**config.mk**
```make
export PLATFORM = sky130hd
export DESIGN_NAME = asfc_frame_ctrl
export DESIGN_NICKNAME = d
export VERILOG_FILES = /design/src/hdl/asfc_pkg.sv /design/src/hdl/asfc_frame_ctrl.sv /design/src/hdl/asfc_sync.sv
export SDC_FILE = /design/constraint.sdc
export NUM_CORES = 1
export LEC_CHECK = 0
export BUFFER_PORTS_ARGS = -buffer_cell sky130_fd_sc_hd__buf_4
export CAP_MARGIN = 40
export CORE_AREA = 4 4 141 143
export CTS_BUF_LIST = sky130_fd_sc_hd__clkbuf_16
export DETAILED_ROUTE_END_ITERATION = 7
export DIE_AREA = 0 0 145 147
export GPL_ROUTABILITY_DRIVEN = 0
export MAX_ROUTING_LAYER = met4
export PLACE_DENSITY = 0.54
export SETUP_SLACK_MARGIN = 0.15
export SYNTH_ARGS = -nofsm -noshare
export SYNTH_HDL_FRONTEND = slang
export SYNTH_SLANG_ARGS = --single-unit
```
**constraint.sdc**
```tcl
create_clock -name clk -period 6 [get_ports clk]
set_input_delay 1.5 -clock clk [delete_from_list [all_inputs] [get_ports clk]]
set_output_delay 1.5 -clock clk [all_outputs]
set_load 0.02 [all_outputs]
```
**src/hdl/asfc_pkg.sv**
```systemverilog
// Constants, field layouts and carrier types of the serial frame controller
package asfc_pkg;

    // Converter geometry
    localparam int ASFC_NCH = 8;
    localparam int ASFC_RES = 10;
    localparam int ASFC_CH_W = 3;
    localparam int ASFC_FRAME_BITS = 16;
    localparam int ASFC_LEAD_BITS = 4;
    localparam int ASFC_PAD_BITS = 2;
    localparam int ASFC_NPIN = 4;

    // Serial clock edge numbers within a frame, counted from chip select fall
    localparam logic [4:0] ASFC_MUX_FALL = 5'h02;
    localparam logic [4:0] ASFC_ADDR_LAST_FALL = 5'h03;
    localparam logic [4:0] ASFC_MSB_FALL = 5'h04;
    localparam logic [4:0] ASFC_ALARM_CLR_FALL = 5'h0a;
    localparam logic [4:0] ASFC_ALARM_SET_FALL = 5'h0c;
    localparam logic [4:0] ASFC_LSB_FALL = 5'h0d;
    localparam logic [4:0] ASFC_ACQ_RISE = 5'h0e;
    localparam logic [4:0] ASFC_END_EDGE = 5'h10;

    // Command word layout, manual sequencing
    localparam int ASFC_MODE_HI = 15;
    localparam int ASFC_MODE_LO = 12;
    localparam int ASFC_PROG_EN_BIT = 11;
    localparam int ASFC_CH_HI = 10;
    localparam int ASFC_CH_LO = 7;
    localparam int ASFC_RANGE_BIT = 6;
    localparam int ASFC_POWERDOWN_REQUEST_BIT = 5;
    localparam int ASFC_INPUT_STATUS_READ_BIT = 4;
    localparam int ASFC_GPO_HI = 3;
    localparam int ASFC_GPO_LO = 0;
    localparam logic [3:0] ASFC_MODE_MANUAL = 4'h1;

    // Reset values
    localparam logic [ASFC_CH_W-1:0] ASFC_RST_CH = 3'h0;
    localparam logic [15:0] ASFC_RST_CMD = 16'h1000;
    localparam logic [3:0] ASFC_RST_GPO = 4'h0;

    // Function of one general pin
    typedef enum logic [1:0]
    {
        ASFC_PIN_GENERAL_INPUT = 2'b00,
        ASFC_PIN_GENERAL_OUTPUT = 2'b01,
        ASFC_PIN_FUNCTION = 2'b10
    } asfc_pin_mode_t;

    // Pin configuration carried as one bundle
    typedef struct packed {
        asfc_pin_mode_t [ASFC_NPIN-1:0] mode;
        logic alarm0_combined;
    } asfc_pin_cfg_t;

    // Per-channel thresholds
    typedef logic [ASFC_NCH-1:0][ASFC_RES-1:0] asfc_limits_t;

    // Frame phase, Gray coded along idle -> shift -> tail
    typedef enum logic [1:0]
    {
        ASFC_IDLE = 2'b00,
        ASFC_SHIFT = 2'b01,
        ASFC_TAIL = 2'b11
    } asfc_phase_t;

endpackage : asfc_pkg

```
**src/hdl/asfc_frame_ctrl.sv**
```systemverilog
// Serial frame controller of an 8-channel 10-bit sampling converter
// Behaviour
// - Chip select fall starts frame and sample
// - Output 4-bit lead, 10-bit result, 2 pad bits, MSB first
// - Lead field may carry general pin status
// - Switch multiplexer on second serial clock fall
// - Acquire from 14th rise to next frame
// - Refresh general outputs at chip select fall
// - Capture input status at frame start, send
// - Zero on select fall, address bits on falls 1-3
// - Result MSB on 4th fall, LSB 13th
// - 16th fall releases output, ends conversion
// - Capture command bit on rising edges 1-16 of a frame
// - Per-channel high/low limits raise pin alarms
// - Alarm asserts on 12th fall of frame
// - Alarm clears on 10th fall next frame
// - Power-down bit acts at 16th fall of next frame
// - Pin three power-down input, async, low
// - Wake on select fall when both allow
// - Alarms active high; pin0 high, pin1 low
// - Pin two high selects range two
// - Each general pin individually configurable
// - Reset gives manual mode, channel zero
`timescale 1ns/10ps
`default_nettype none
module asfc_frame_ctrl #(
    parameter int NCH = asfc_pkg::ASFC_NCH,
    parameter int RES = asfc_pkg::ASFC_RES
) (
    input wire logic clk, // System clock, 50 MHz
    input wire logic rst_n, // Asynchronous reset, active low
    input wire logic cs_n, // Chip select pin, active low
    input wire logic sclk, // Serial clock pin
    input wire logic sdi, // Serial data in pin
    output logic sdo, // Serial data out
    output logic sdo_oe, // Serial data out drive enable
    input wire logic [asfc_pkg::ASFC_NPIN-1:0] gpio_i, // General pin levels
    output logic [asfc_pkg::ASFC_NPIN-1:0] gpio_o, // General pin drive values
    output logic [asfc_pkg::ASFC_NPIN-1:0] gpio_oe, // General pin drive enables
    input wire asfc_pkg::asfc_pin_cfg_t pin_cfg, // Function of each general pin
    input wire asfc_pkg::asfc_limits_t hi_limit, // High threshold per channel
    input wire asfc_pkg::asfc_limits_t lo_limit, // Low threshold per channel
    input wire logic [RES-1:0] conv_data, // Result from the converter core
    output logic [asfc_pkg::ASFC_CH_W-1:0] mux_ch, // Multiplexer channel selected
    output logic sample_strobe, // One-cycle pulse at the sampling instant
    output logic acquiring, // Acquisition phase in progress
    output logic conv_busy, // Conversion in progress
    output logic conv_done, // One-cycle pulse when conversion ends
    output logic range2, // Input range two selected
    output logic powered_down // Device in power-down
);
    import asfc_pkg::*;

    // Whole state of the controller
    typedef struct packed {
        asfc_phase_t phase;
        logic [4:0] rise_cnt;
        logic [4:0] fall_cnt;
        logic [ASFC_FRAME_BITS-1:0] out_word;
        logic sdo;
        logic sdo_oe;
        logic [ASFC_FRAME_BITS-1:0] in_shift;
        logic [ASFC_CH_W-1:0] ch_next;
        logic [ASFC_CH_W-1:0] mux_ch;
        logic [ASFC_CH_W-1:0] frame_ch;
        logic [RES-1:0] sample;
        logic range_cmd;
        logic pd_cmd;
        logic gpi_rd_cmd;
        logic [ASFC_NPIN-1:0] gpo_data;
        logic [ASFC_NPIN-1:0] gpo_pins;
        logic frame_pd;
        logic alarm_hi;
        logic alarm_lo;
        logic pd_state;
        logic pd_pin_seen;
        logic acquiring;
        logic conv_busy;
        logic conv_done;
        logic sample_strobe;
    } asfc_state_t;

    asfc_state_t s_reg;
    asfc_state_t s_next;

    logic [1:0] rst_pipe;
    logic rst_n_sync;
    logic [ASFC_NPIN+2:0] raw_in;
    logic [ASFC_NPIN+2:0] syn_q;
    logic [ASFC_NPIN+2:0] syn_rise;
    logic [ASFC_NPIN+2:0] syn_fall;
    logic cs_n_q;
    logic cs_fall;
    logic cs_rise;
    logic sclk_rise;
    logic sclk_fall;
    logic sdi_q;
    logic [ASFC_NPIN-1:0] gpio_q;
    logic pd_pin_func;
    logic range_pin_func;
    logic [ASFC_NPIN-1:0] gpi_status;
    logic [ASFC_LEAD_BITS-1:0] lead_field;
    logic [ASFC_FRAME_BITS-1:0] cmd_word;
    logic [4:0] rise_n;
    logic [4:0] fall_n;
    logic hi_hit;
    logic lo_hit;
    logic [RES-1:0] hi_sel;
    logic [RES-1:0] lo_sel;

    // Reset release through two flops; assertion stays asynchronous
    always_ff @(posedge clk or negedge rst_n)
    begin
        if (!rst_n)
        begin
            rst_pipe <= 2'h0;
        end
        else
        begin
            rst_pipe <= {rst_pipe[0], 1'b1};
        end
    end
    assign rst_n_sync = rst_pipe[1];

    // Every pin input passes two flops before the frame logic sees it; chip select and the
    // power-down pin enter inverted so the zero reset of the flops matches their idle level
    assign raw_in = {~gpio_i[3], gpio_i[2:0], sdi, sclk, ~cs_n};

    asfc_sync #(
        .WIDTH(ASFC_NPIN + 3)
    ) u_sync (
        .clk(clk),
        .rst_n(rst_n_sync),
        .d(raw_in),
        .q(syn_q),
        .rise(syn_rise),
        .fall(syn_fall)
    );

    assign cs_n_q = ~syn_q[0];
    assign cs_fall = syn_rise[0];
    assign cs_rise = syn_fall[0];
    assign sdi_q = syn_q[2];
    assign gpio_q = {~syn_q[ASFC_NPIN+2], syn_q[ASFC_NPIN+1:3]};
    // Serial clock edges count only while chip select is low
    assign sclk_rise = syn_rise[1] & ~cs_n_q & ~cs_fall;
    assign sclk_fall = syn_fall[1] & ~cs_n_q & ~cs_fall;

    assign pd_pin_func = (pin_cfg.mode[3] == ASFC_PIN_FUNCTION);
    assign range_pin_func = (pin_cfg.mode[2] == ASFC_PIN_FUNCTION);

    // Status of pins configured as general inputs; others read as zero
    for (genvar p = 0; p < ASFC_NPIN; p++)
    begin : g_gpi
        assign gpi_status[p] = (pin_cfg.mode[p] == ASFC_PIN_GENERAL_INPUT) ? gpio_q[p] : 1'b0;
    end

    // Lead field: pin status while the last programming command asked for it, else address
    assign lead_field = s_reg.gpi_rd_cmd ? gpi_status : {1'b0, s_reg.mux_ch};

    // Word as it completes on this rising edge; bit 0 arrives last
    assign cmd_word = {s_reg.in_shift[ASFC_FRAME_BITS-2:0], sdi_q};

    assign rise_n = s_reg.rise_cnt + 5'h01;
    assign fall_n = s_reg.fall_cnt + 5'h01;

    // Thresholds of the channel that was sampled in this frame
    assign hi_sel = hi_limit[s_reg.frame_ch];
    assign lo_sel = lo_limit[s_reg.frame_ch];
    assign hi_hit = (s_reg.sample > hi_sel);
    assign lo_hit = (s_reg.sample < lo_sel);

    // Frame sequencing
    always_comb
    begin
        s_next = s_reg;
        s_next.sample_strobe = 1'b0;
        s_next.conv_done = 1'b0;

        // Pin power-down is held until a frame start finds the pin high again
        if (pd_pin_func && !gpio_q[3])
        begin
            s_next.pd_pin_seen = 1'b1;
        end

        if (cs_fall)
        begin
            // New frame: sample, start conversion, restart edge counts
            s_next.phase = ASFC_SHIFT;
            s_next.rise_cnt = 5'h00;
            s_next.fall_cnt = 5'h00;
            s_next.sample = conv_data;
            s_next.sample_strobe = 1'b1;
            s_next.conv_busy = 1'b1;
            s_next.acquiring = 1'b0;
            s_next.frame_ch = s_reg.mux_ch;
            s_next.frame_pd = s_reg.pd_cmd;
            s_next.gpo_pins = s_reg.gpo_data;
            // Lead field, result, then pad bits to fill twelve result bits
            s_next.out_word = {lead_field, conv_data, {ASFC_PAD_BITS{1'b0}}};
            s_next.sdo = lead_field[ASFC_LEAD_BITS-1];
            s_next.sdo_oe = 1'b1;
            // Wake needs both the command bit and the pin to allow it
            if (!s_reg.pd_cmd && !(pd_pin_func && !gpio_q[3]))
            begin
                s_next.pd_state = 1'b0;
                s_next.pd_pin_seen = 1'b0;
            end
        end
        else if (cs_rise)
        begin
            // Early release leaves the frame; output floats
            s_next.phase = ASFC_IDLE;
            s_next.sdo_oe = 1'b0;
            s_next.sdo = 1'b0;
        end
        else
        begin
            if (sclk_rise && s_reg.phase != ASFC_IDLE && s_reg.rise_cnt < ASFC_END_EDGE)
            begin
                s_next.rise_cnt = rise_n;
                s_next.in_shift = cmd_word;
                if (rise_n == ASFC_ACQ_RISE)
                begin
                    s_next.acquiring = 1'b1;
                end
                // Full command word taken on the 16th rising edge
                if (rise_n == ASFC_END_EDGE && cmd_word[ASFC_MODE_HI:ASFC_MODE_LO] == ASFC_MODE_MANUAL)
                begin
                    s_next.ch_next = cmd_word[ASFC_CH_LO+ASFC_CH_W-1:ASFC_CH_LO];
                    if (cmd_word[ASFC_PROG_EN_BIT])
                    begin
                        s_next.range_cmd = cmd_word[ASFC_RANGE_BIT];
                        s_next.pd_cmd = cmd_word[ASFC_POWERDOWN_REQUEST_BIT];
                        s_next.gpi_rd_cmd = cmd_word[ASFC_INPUT_STATUS_READ_BIT];
                        s_next.gpo_data = cmd_word[ASFC_GPO_HI:ASFC_GPO_LO];
                    end
                end
            end

            if (sclk_fall && s_reg.phase == ASFC_SHIFT)
            begin
                s_next.fall_cnt = fall_n;
                // Falls 1 to 15 step the word out, most significant first
                s_next.out_word = {s_reg.out_word[ASFC_FRAME_BITS-2:0], 1'b0};
                s_next.sdo = s_reg.out_word[ASFC_FRAME_BITS-2];
                if (fall_n == ASFC_MUX_FALL)
                begin
                    s_next.mux_ch = s_reg.ch_next;
                end
                if (fall_n == ASFC_ALARM_CLR_FALL)
                begin
                    s_next.alarm_hi = 1'b0;
                    s_next.alarm_lo = 1'b0;
                end
                if (fall_n == ASFC_ALARM_SET_FALL)
                begin
                    s_next.alarm_hi = hi_hit;
                    s_next.alarm_lo = lo_hit;
                end
                if (fall_n == ASFC_END_EDGE)
                begin
                    s_next.phase = ASFC_TAIL;
                    s_next.sdo_oe = 1'b0;
                    s_next.sdo = 1'b0;
                    s_next.conv_busy = 1'b0;
                    s_next.conv_done = 1'b1;
                    if (s_reg.frame_pd)
                    begin
                        s_next.pd_state = 1'b1;
                    end
                end
            end
        end
    end

    // Single register stage for all controller state
    always_ff @(posedge clk or negedge rst_n_sync)
    begin
        if (!rst_n_sync)
        begin
            s_reg <= '0;
            s_reg.phase <= ASFC_IDLE;
            s_reg.ch_next <= ASFC_RST_CH;
            s_reg.mux_ch <= ASFC_RST_CH;
            s_reg.frame_ch <= ASFC_RST_CH;
            s_reg.in_shift <= ASFC_RST_CMD;
            s_reg.gpo_data <= ASFC_RST_GPO;
            s_reg.gpo_pins <= ASFC_RST_GPO;
        end
        else
        begin
            s_reg <= s_next;
        end
    end

    // General pins: input, output or fixed function, chosen per pin
    for (genvar p = 0; p < ASFC_NPIN; p++)
    begin : g_pin
        if (p == 0)
        begin : g_alarm_hi
            // Pin zero carries the high alarm, optionally merged with the low one
            assign gpio_o[p] = (pin_cfg.mode[p] == ASFC_PIN_FUNCTION) ?
                (s_reg.alarm_hi | (pin_cfg.alarm0_combined & s_reg.alarm_lo)) : s_reg.gpo_pins[p];
            assign gpio_oe[p] = (pin_cfg.mode[p] != ASFC_PIN_GENERAL_INPUT);
        end
        else if (p == 1)
        begin : g_alarm_lo
            assign gpio_o[p] = (pin_cfg.mode[p] == ASFC_PIN_FUNCTION) ? s_reg.alarm_lo : s_reg.gpo_pins[p];
            assign gpio_oe[p] = (pin_cfg.mode[p] != ASFC_PIN_GENERAL_INPUT);
        end
        else
        begin : g_func_in
            // Range and power-down functions are inputs, so the pin is not driven
            assign gpio_o[p] = s_reg.gpo_pins[p];
            assign gpio_oe[p] = (pin_cfg.mode[p] == ASFC_PIN_GENERAL_OUTPUT);
        end
    end

    assign sdo = s_reg.sdo;
    assign sdo_oe = s_reg.sdo_oe;
    assign mux_ch = s_reg.mux_ch;
    assign sample_strobe = s_reg.sample_strobe;
    assign acquiring = s_reg.acquiring;
    assign conv_busy = s_reg.conv_busy;
    assign conv_done = s_reg.conv_done;
    // Range pin is followed as a level while it owns the function
    assign range2 = range_pin_func ? gpio_q[2] : s_reg.range_cmd;
    // Raw pin term makes power-down immediate; it bypasses the synchroniser by design
    assign powered_down = s_reg.pd_state | s_reg.pd_pin_seen | (pd_pin_func & ~gpio_i[3]);

endmodule : asfc_frame_ctrl
`default_nettype wire

```
**src/hdl/asfc_sync.sv**
```systemverilog
// Two-flop synchroniser with edge detection on the settled copy
`timescale 1ns/10ps
`default_nettype none
module asfc_sync #(
    parameter int WIDTH = 1
) (
    input wire logic clk, // System clock
    input wire logic rst_n, // Synchronised reset, active low
    input wire logic [WIDTH-1:0] d, // Asynchronous inputs
    output logic [WIDTH-1:0] q, // Synchronised level
    output logic [WIDTH-1:0] rise, // One-cycle pulse on rising edge
    output logic [WIDTH-1:0] fall // One-cycle pulse on falling edge
);
    import asfc_pkg::*;

    typedef struct packed {
        logic [WIDTH-1:0] meta;
        logic [WIDTH-1:0] sync;
        logic [WIDTH-1:0] last;
    } asfc_sync_state_t;

    asfc_sync_state_t s_reg;
    asfc_sync_state_t s_next;

    // First stage feeds only the second stage; edges use stages two and three
    always_comb
    begin
        s_next.meta = d;
        s_next.sync = s_reg.meta;
        s_next.last = s_reg.sync;
    end

    always_ff @(posedge clk or negedge rst_n)
    begin
        if (!rst_n)
        begin
            s_reg <= '0;
        end
        else
        begin
            s_reg <= s_next;
        end
    end

    // Edge detectors, one per bit
    for (genvar i = 0; i < WIDTH; i++)
    begin : g_edge
        assign q[i] = s_reg.sync[i];
        assign rise[i] = s_reg.sync[i] & ~s_reg.last[i];
        assign fall[i] = ~s_reg.sync[i] & s_reg.last[i];
    end

endmodule : asfc_sync
`default_nettype wire

```
==> reports/metrics.json <==
{
  "run_status": {"value": "finished, final reports clean"},
  "setup_repair_after_global_routing_missed_its_margin": {"value": "no"},
  "finalWorstSetupSlack": {"value": 2320, "unit": "ps"},
  "maxSlewViolCount": {"value": 0},
  "htree_num_levels": {"value": 3},
  "cts_resized": {"value": 0},
  "drive_gt1_share": {"value": 49.0, "unit": "%"},
  "asyncSetResetFlopFracSynth": {"value": 100, "unit": "%"},
  "cap_viol_max_count": {"value": 0},
  "clock.fmax": {"value": 272, "unit": "MHz"},
  "antenna_left": {"value": 0},
  "routed-via-count": {"value": 4489},
  "route.final.wire_length": {"value": 16.6, "unit": "mm"},
  "post_synth_edffs": {"value": 0},
  "max_fanout_on_critical_path": {"value": 3},
  "critPathKind": {"value": "in -> out"},
  "worst_ir_drop_vdd": {"value": 0.128, "unit": "mV"},
  "finalClockSkew": {"value": 5.42, "unit": "ps"},
  "clk-insertion-delay-late": {"value": 340, "unit": "ps"},
  "drt-pass1-iter-count": {"value": 4},
  "critPathCaptureType": {"value": "output pin"},
  "clock_tree.buffer_depth": {"value": 2},
  "hold_buffers": {"value": 0},
  "number_of_remaining_drc_errors": {"value": 0},
  "largest_reg_flops": {"value": 55},
  "mappedNetlistNets": {"value": 688},
  "syn_area_per_cell": {"value": 12.5, "unit": "um2"},
  "fp.dieW": {"value": 145, "unit": "um"},
  "finalSetupViolCount": {"value": 0},
  "diodes": {"value": 0},
  "setup.worst_path.start_class": {"value": "input port"},
  "pin_count_of_the_biggest_net_entering_global_routing": {"value": 67},
  "cts_buffers": {"value": 9},
  "design.portCount": {"value": 207},
  "via_count_of_the_first_global_routing_pass": {"value": 4915},
  "grtUsageTotal": {"value": 16.0, "unit": "%"},
  "synth_top_flop_cell": {"value": "dfrtp_1"},
  "num-nets-final": {"value": 878},
  "layout_min_cycle_time": {"value": 3680, "unit": "ps"},
  "cell_by_cell_trace_of_the_critical_path": {"value": "buf_4, nand2b_1, mux2_2, buf_4"},
  "placed_area": {"value": 7600, "unit": "um2"},
  "commonest_non_fill_non_tap_cell_in_the_layout": {"value": "buf_4"},
  "final.hold.worst_slack": {"value": 262, "unit": "ps"},
  "grt_first_pass_wirelength": {"value": 26.8, "unit": "mm"},
  "clk_pin_slew_worst_paths": {"value": 70, "unit": "ps"},
  "netlist-cell-type-count": {"value": 56},
  "detail_route.wl_per_cell": {"value": 18.4, "unit": "um"},
  "synth_cells": {"value": 472},
  "p_leak": {"value": 3.54, "unit": "nW"},
  "finalHoldViolCount": {"value": 0},
  "post_cts_buffers": {"value": 0},
  "area_delta_synth_final": {"value": 33.4, "unit": "%"},
  "ys_warn_count": {"value": 0},
  "slowest_delay": {"value": 270, "unit": "ps"},
  "cp.arrival": {"value": 2180, "unit": "ps"},
  "cp_common_cell": {"value": "buf_4"},
  "slowest_stage": {"value": "mux2_2"},
  "detail_route.vias_per_cell": {"value": 4.98},
  "ffs_latches_synth": {"value": 99},
  "grt_overflow_total": {"value": 0},
  "yosysSeqAreaShare": {"value": 42.1, "unit": "%"},
  "timing.critical_path.required": {"value": 4500, "unit": "ps"},
  "core_region_area": {"value": 18600, "unit": "um2"},
  "initial_core_util": {"value": 31.7, "unit": "%"},
  "final_area": {"value": 7860, "unit": "um2"},
  "worstMarginPinSlew": {"value": 845, "unit": "ps"},
  "final.fill_count": {"value": 1733},
  "dr.first_iter.drc_count": {"value": 267},
  "floorplan.die.height": {"value": 147, "unit": "um"},
  "finalSetupTns": {"value": 0, "unit": "ps"},
  "syn_area": {"value": 5890, "unit": "um2"},
  "clock_tree_from_tritoncts": {"value": "yes"},
  "antenna_found_initial": {"value": 0},
  "post-dp-hpwl": {"value": 13.3, "unit": "mm"},
  "cts.sink_count": {"value": 99},
  "p_per_area": {"value": 201, "unit": "nW/um2"},
  "place_ws": {"value": 2320, "unit": "ps"},
  "placementRows": {"value": 50},
  "highest_count_cells_in_the_layout_ignoring_fill_and_taps": {"value": "buf_4 (211), dfrtp_1 (96), mux4_2 (39), mux2_2 (39), nand2_1 (38)"},
  "die_area": {"value": 21300, "unit": "um2"},
  "layout_worst_path_cycle_share": {"value": 61.3, "unit": "%"},
  "holdCritPathClass": {"value": "reg -> async"},
  "maxSlewHeadroom": {"value": 43.2, "unit": "%"},
  "cts.root.buffer_cell": {"value": "clkbuf_16"},
  "placement.io_buffers": {"value": 206}
}
-- logic make-up after synthesis --
| logic type | Yosys count | share of synthesized area [%] |
|---|---|---|
| multiplexers | 118 | 30.0 |
| buffers and inverters | 45 | 3.87 |
| adder cells (fa/ha/maj) | 28 | 5.95 |
| AND/OR/NAND/NOR | 106 | 9.71 |
| XOR/XNOR | 7 | 1.04 |
| other | 1 | 0.0637 |
| AO/OA/AOI/OAI | 68 | 7.29 |
| flip-flops | 99 | 42.1 |
-- stage by stage --
step	instances	util, %	power [mW]
2_1_floorplan	472	-	0.919
3_3_place_gp	885	40.9	1.07
3_5_place_dp	885	40.9	1.08
4_1_cts	901	42.3	1.60
5_1_grt	901	42.3	1.67
6_report	901	42.3	1.58
-- layout make-up --
type,instances,area (um2),share of cell area [%]
tap,234,293,3.73
multi-input combinational,328,3190,40.6
inverter,13,48.8,0.621
timing repair buffer,211,1580,20.2
clock inverter,7,36.3,0.462
sequential,99,2480,31.6
clock buffer,9,225,2.87
-- synth_stat cells, types with 2 or more instances --
master    number  area (um2)
xnor2_1        3        26.3
nand4_1        3        18.8
inv_1         12        45.0
a311o_1        2        20.0
ha_1          28         350
a22o_1         3        26.3
nand3_1       10        50.1
nor2_4         2        22.5
nor2b_1        6        37.5
nor4b_1        2        17.5
nand2_1       38         143
xor2_1         4        35.0
buf_2         10        50.1
mux2_4        10         150
o21ai_0       30         150
nor2_1        16        60.1
nand3b_1       6        45.0
a31oi_1        2        12.5
o221ai_1       2        17.5
or2_2          2        12.5
a211oi_1       2        15.0
buf_1          4        15.0
or4_1          2        15.0
a21oi_1       13        65.1
buf_4          6        45.0
nand2b_1       8        50.1
mux2i_1       30         300
mux2_2        39         439
dfrtp_1       98        2450
a21o_1         2        15.0
clkbuf_1      10        37.5
mux4_2        39         878
nor3_1         4        20.0
o311ai_0       2        17.5
-- metal layers --
layer | part of all wire [%] | global-route usage [%] | vias to the layer above
met4 | 1.3 | 3.94 | 0
met2 | 49 | 25.1 | 105
met3 | 3.7 | 2.84 | 15
li1 | - | - | 2129
met5 | 0 | - | -
met1 | 46 | 21.9 | 2240
-- critical path, delay by kind of cell --
kind | cells | cell delay, ps
buf+inv | 2 | 280
mux | 1 | 270
simple gates | 1 | 130
-- where the power goes --
part | internal [mW] | total, mW | switching (mW)
logic | 0.175 | 0.296 | 0.121
registers | 0.721 | 0.767 | 0.0468
clock network | 0.275 | 0.513 | 0.238
-- path summary, 6_finish.rpt --
path	endpoint	cells after the start	from	slack, ps
max in group asynchronous	cmd_word[4]	1	rst_pipe[1]	4550
worst max register to register	s_reg[6]	8	s_reg[30]	3090
worst min-delay path	s_reg[24]	0	rst_pipe[1]	260
worst min register to register	s_reg[24]	0	rst_pipe[1]	260
min in group clk	u_sync.q[0]	0	u_sync.s_next[7]	350
worst max-delay path	range2	4	pin_cfg[5]	2320
Note: power is estimated with default switching activity, not from simulation.
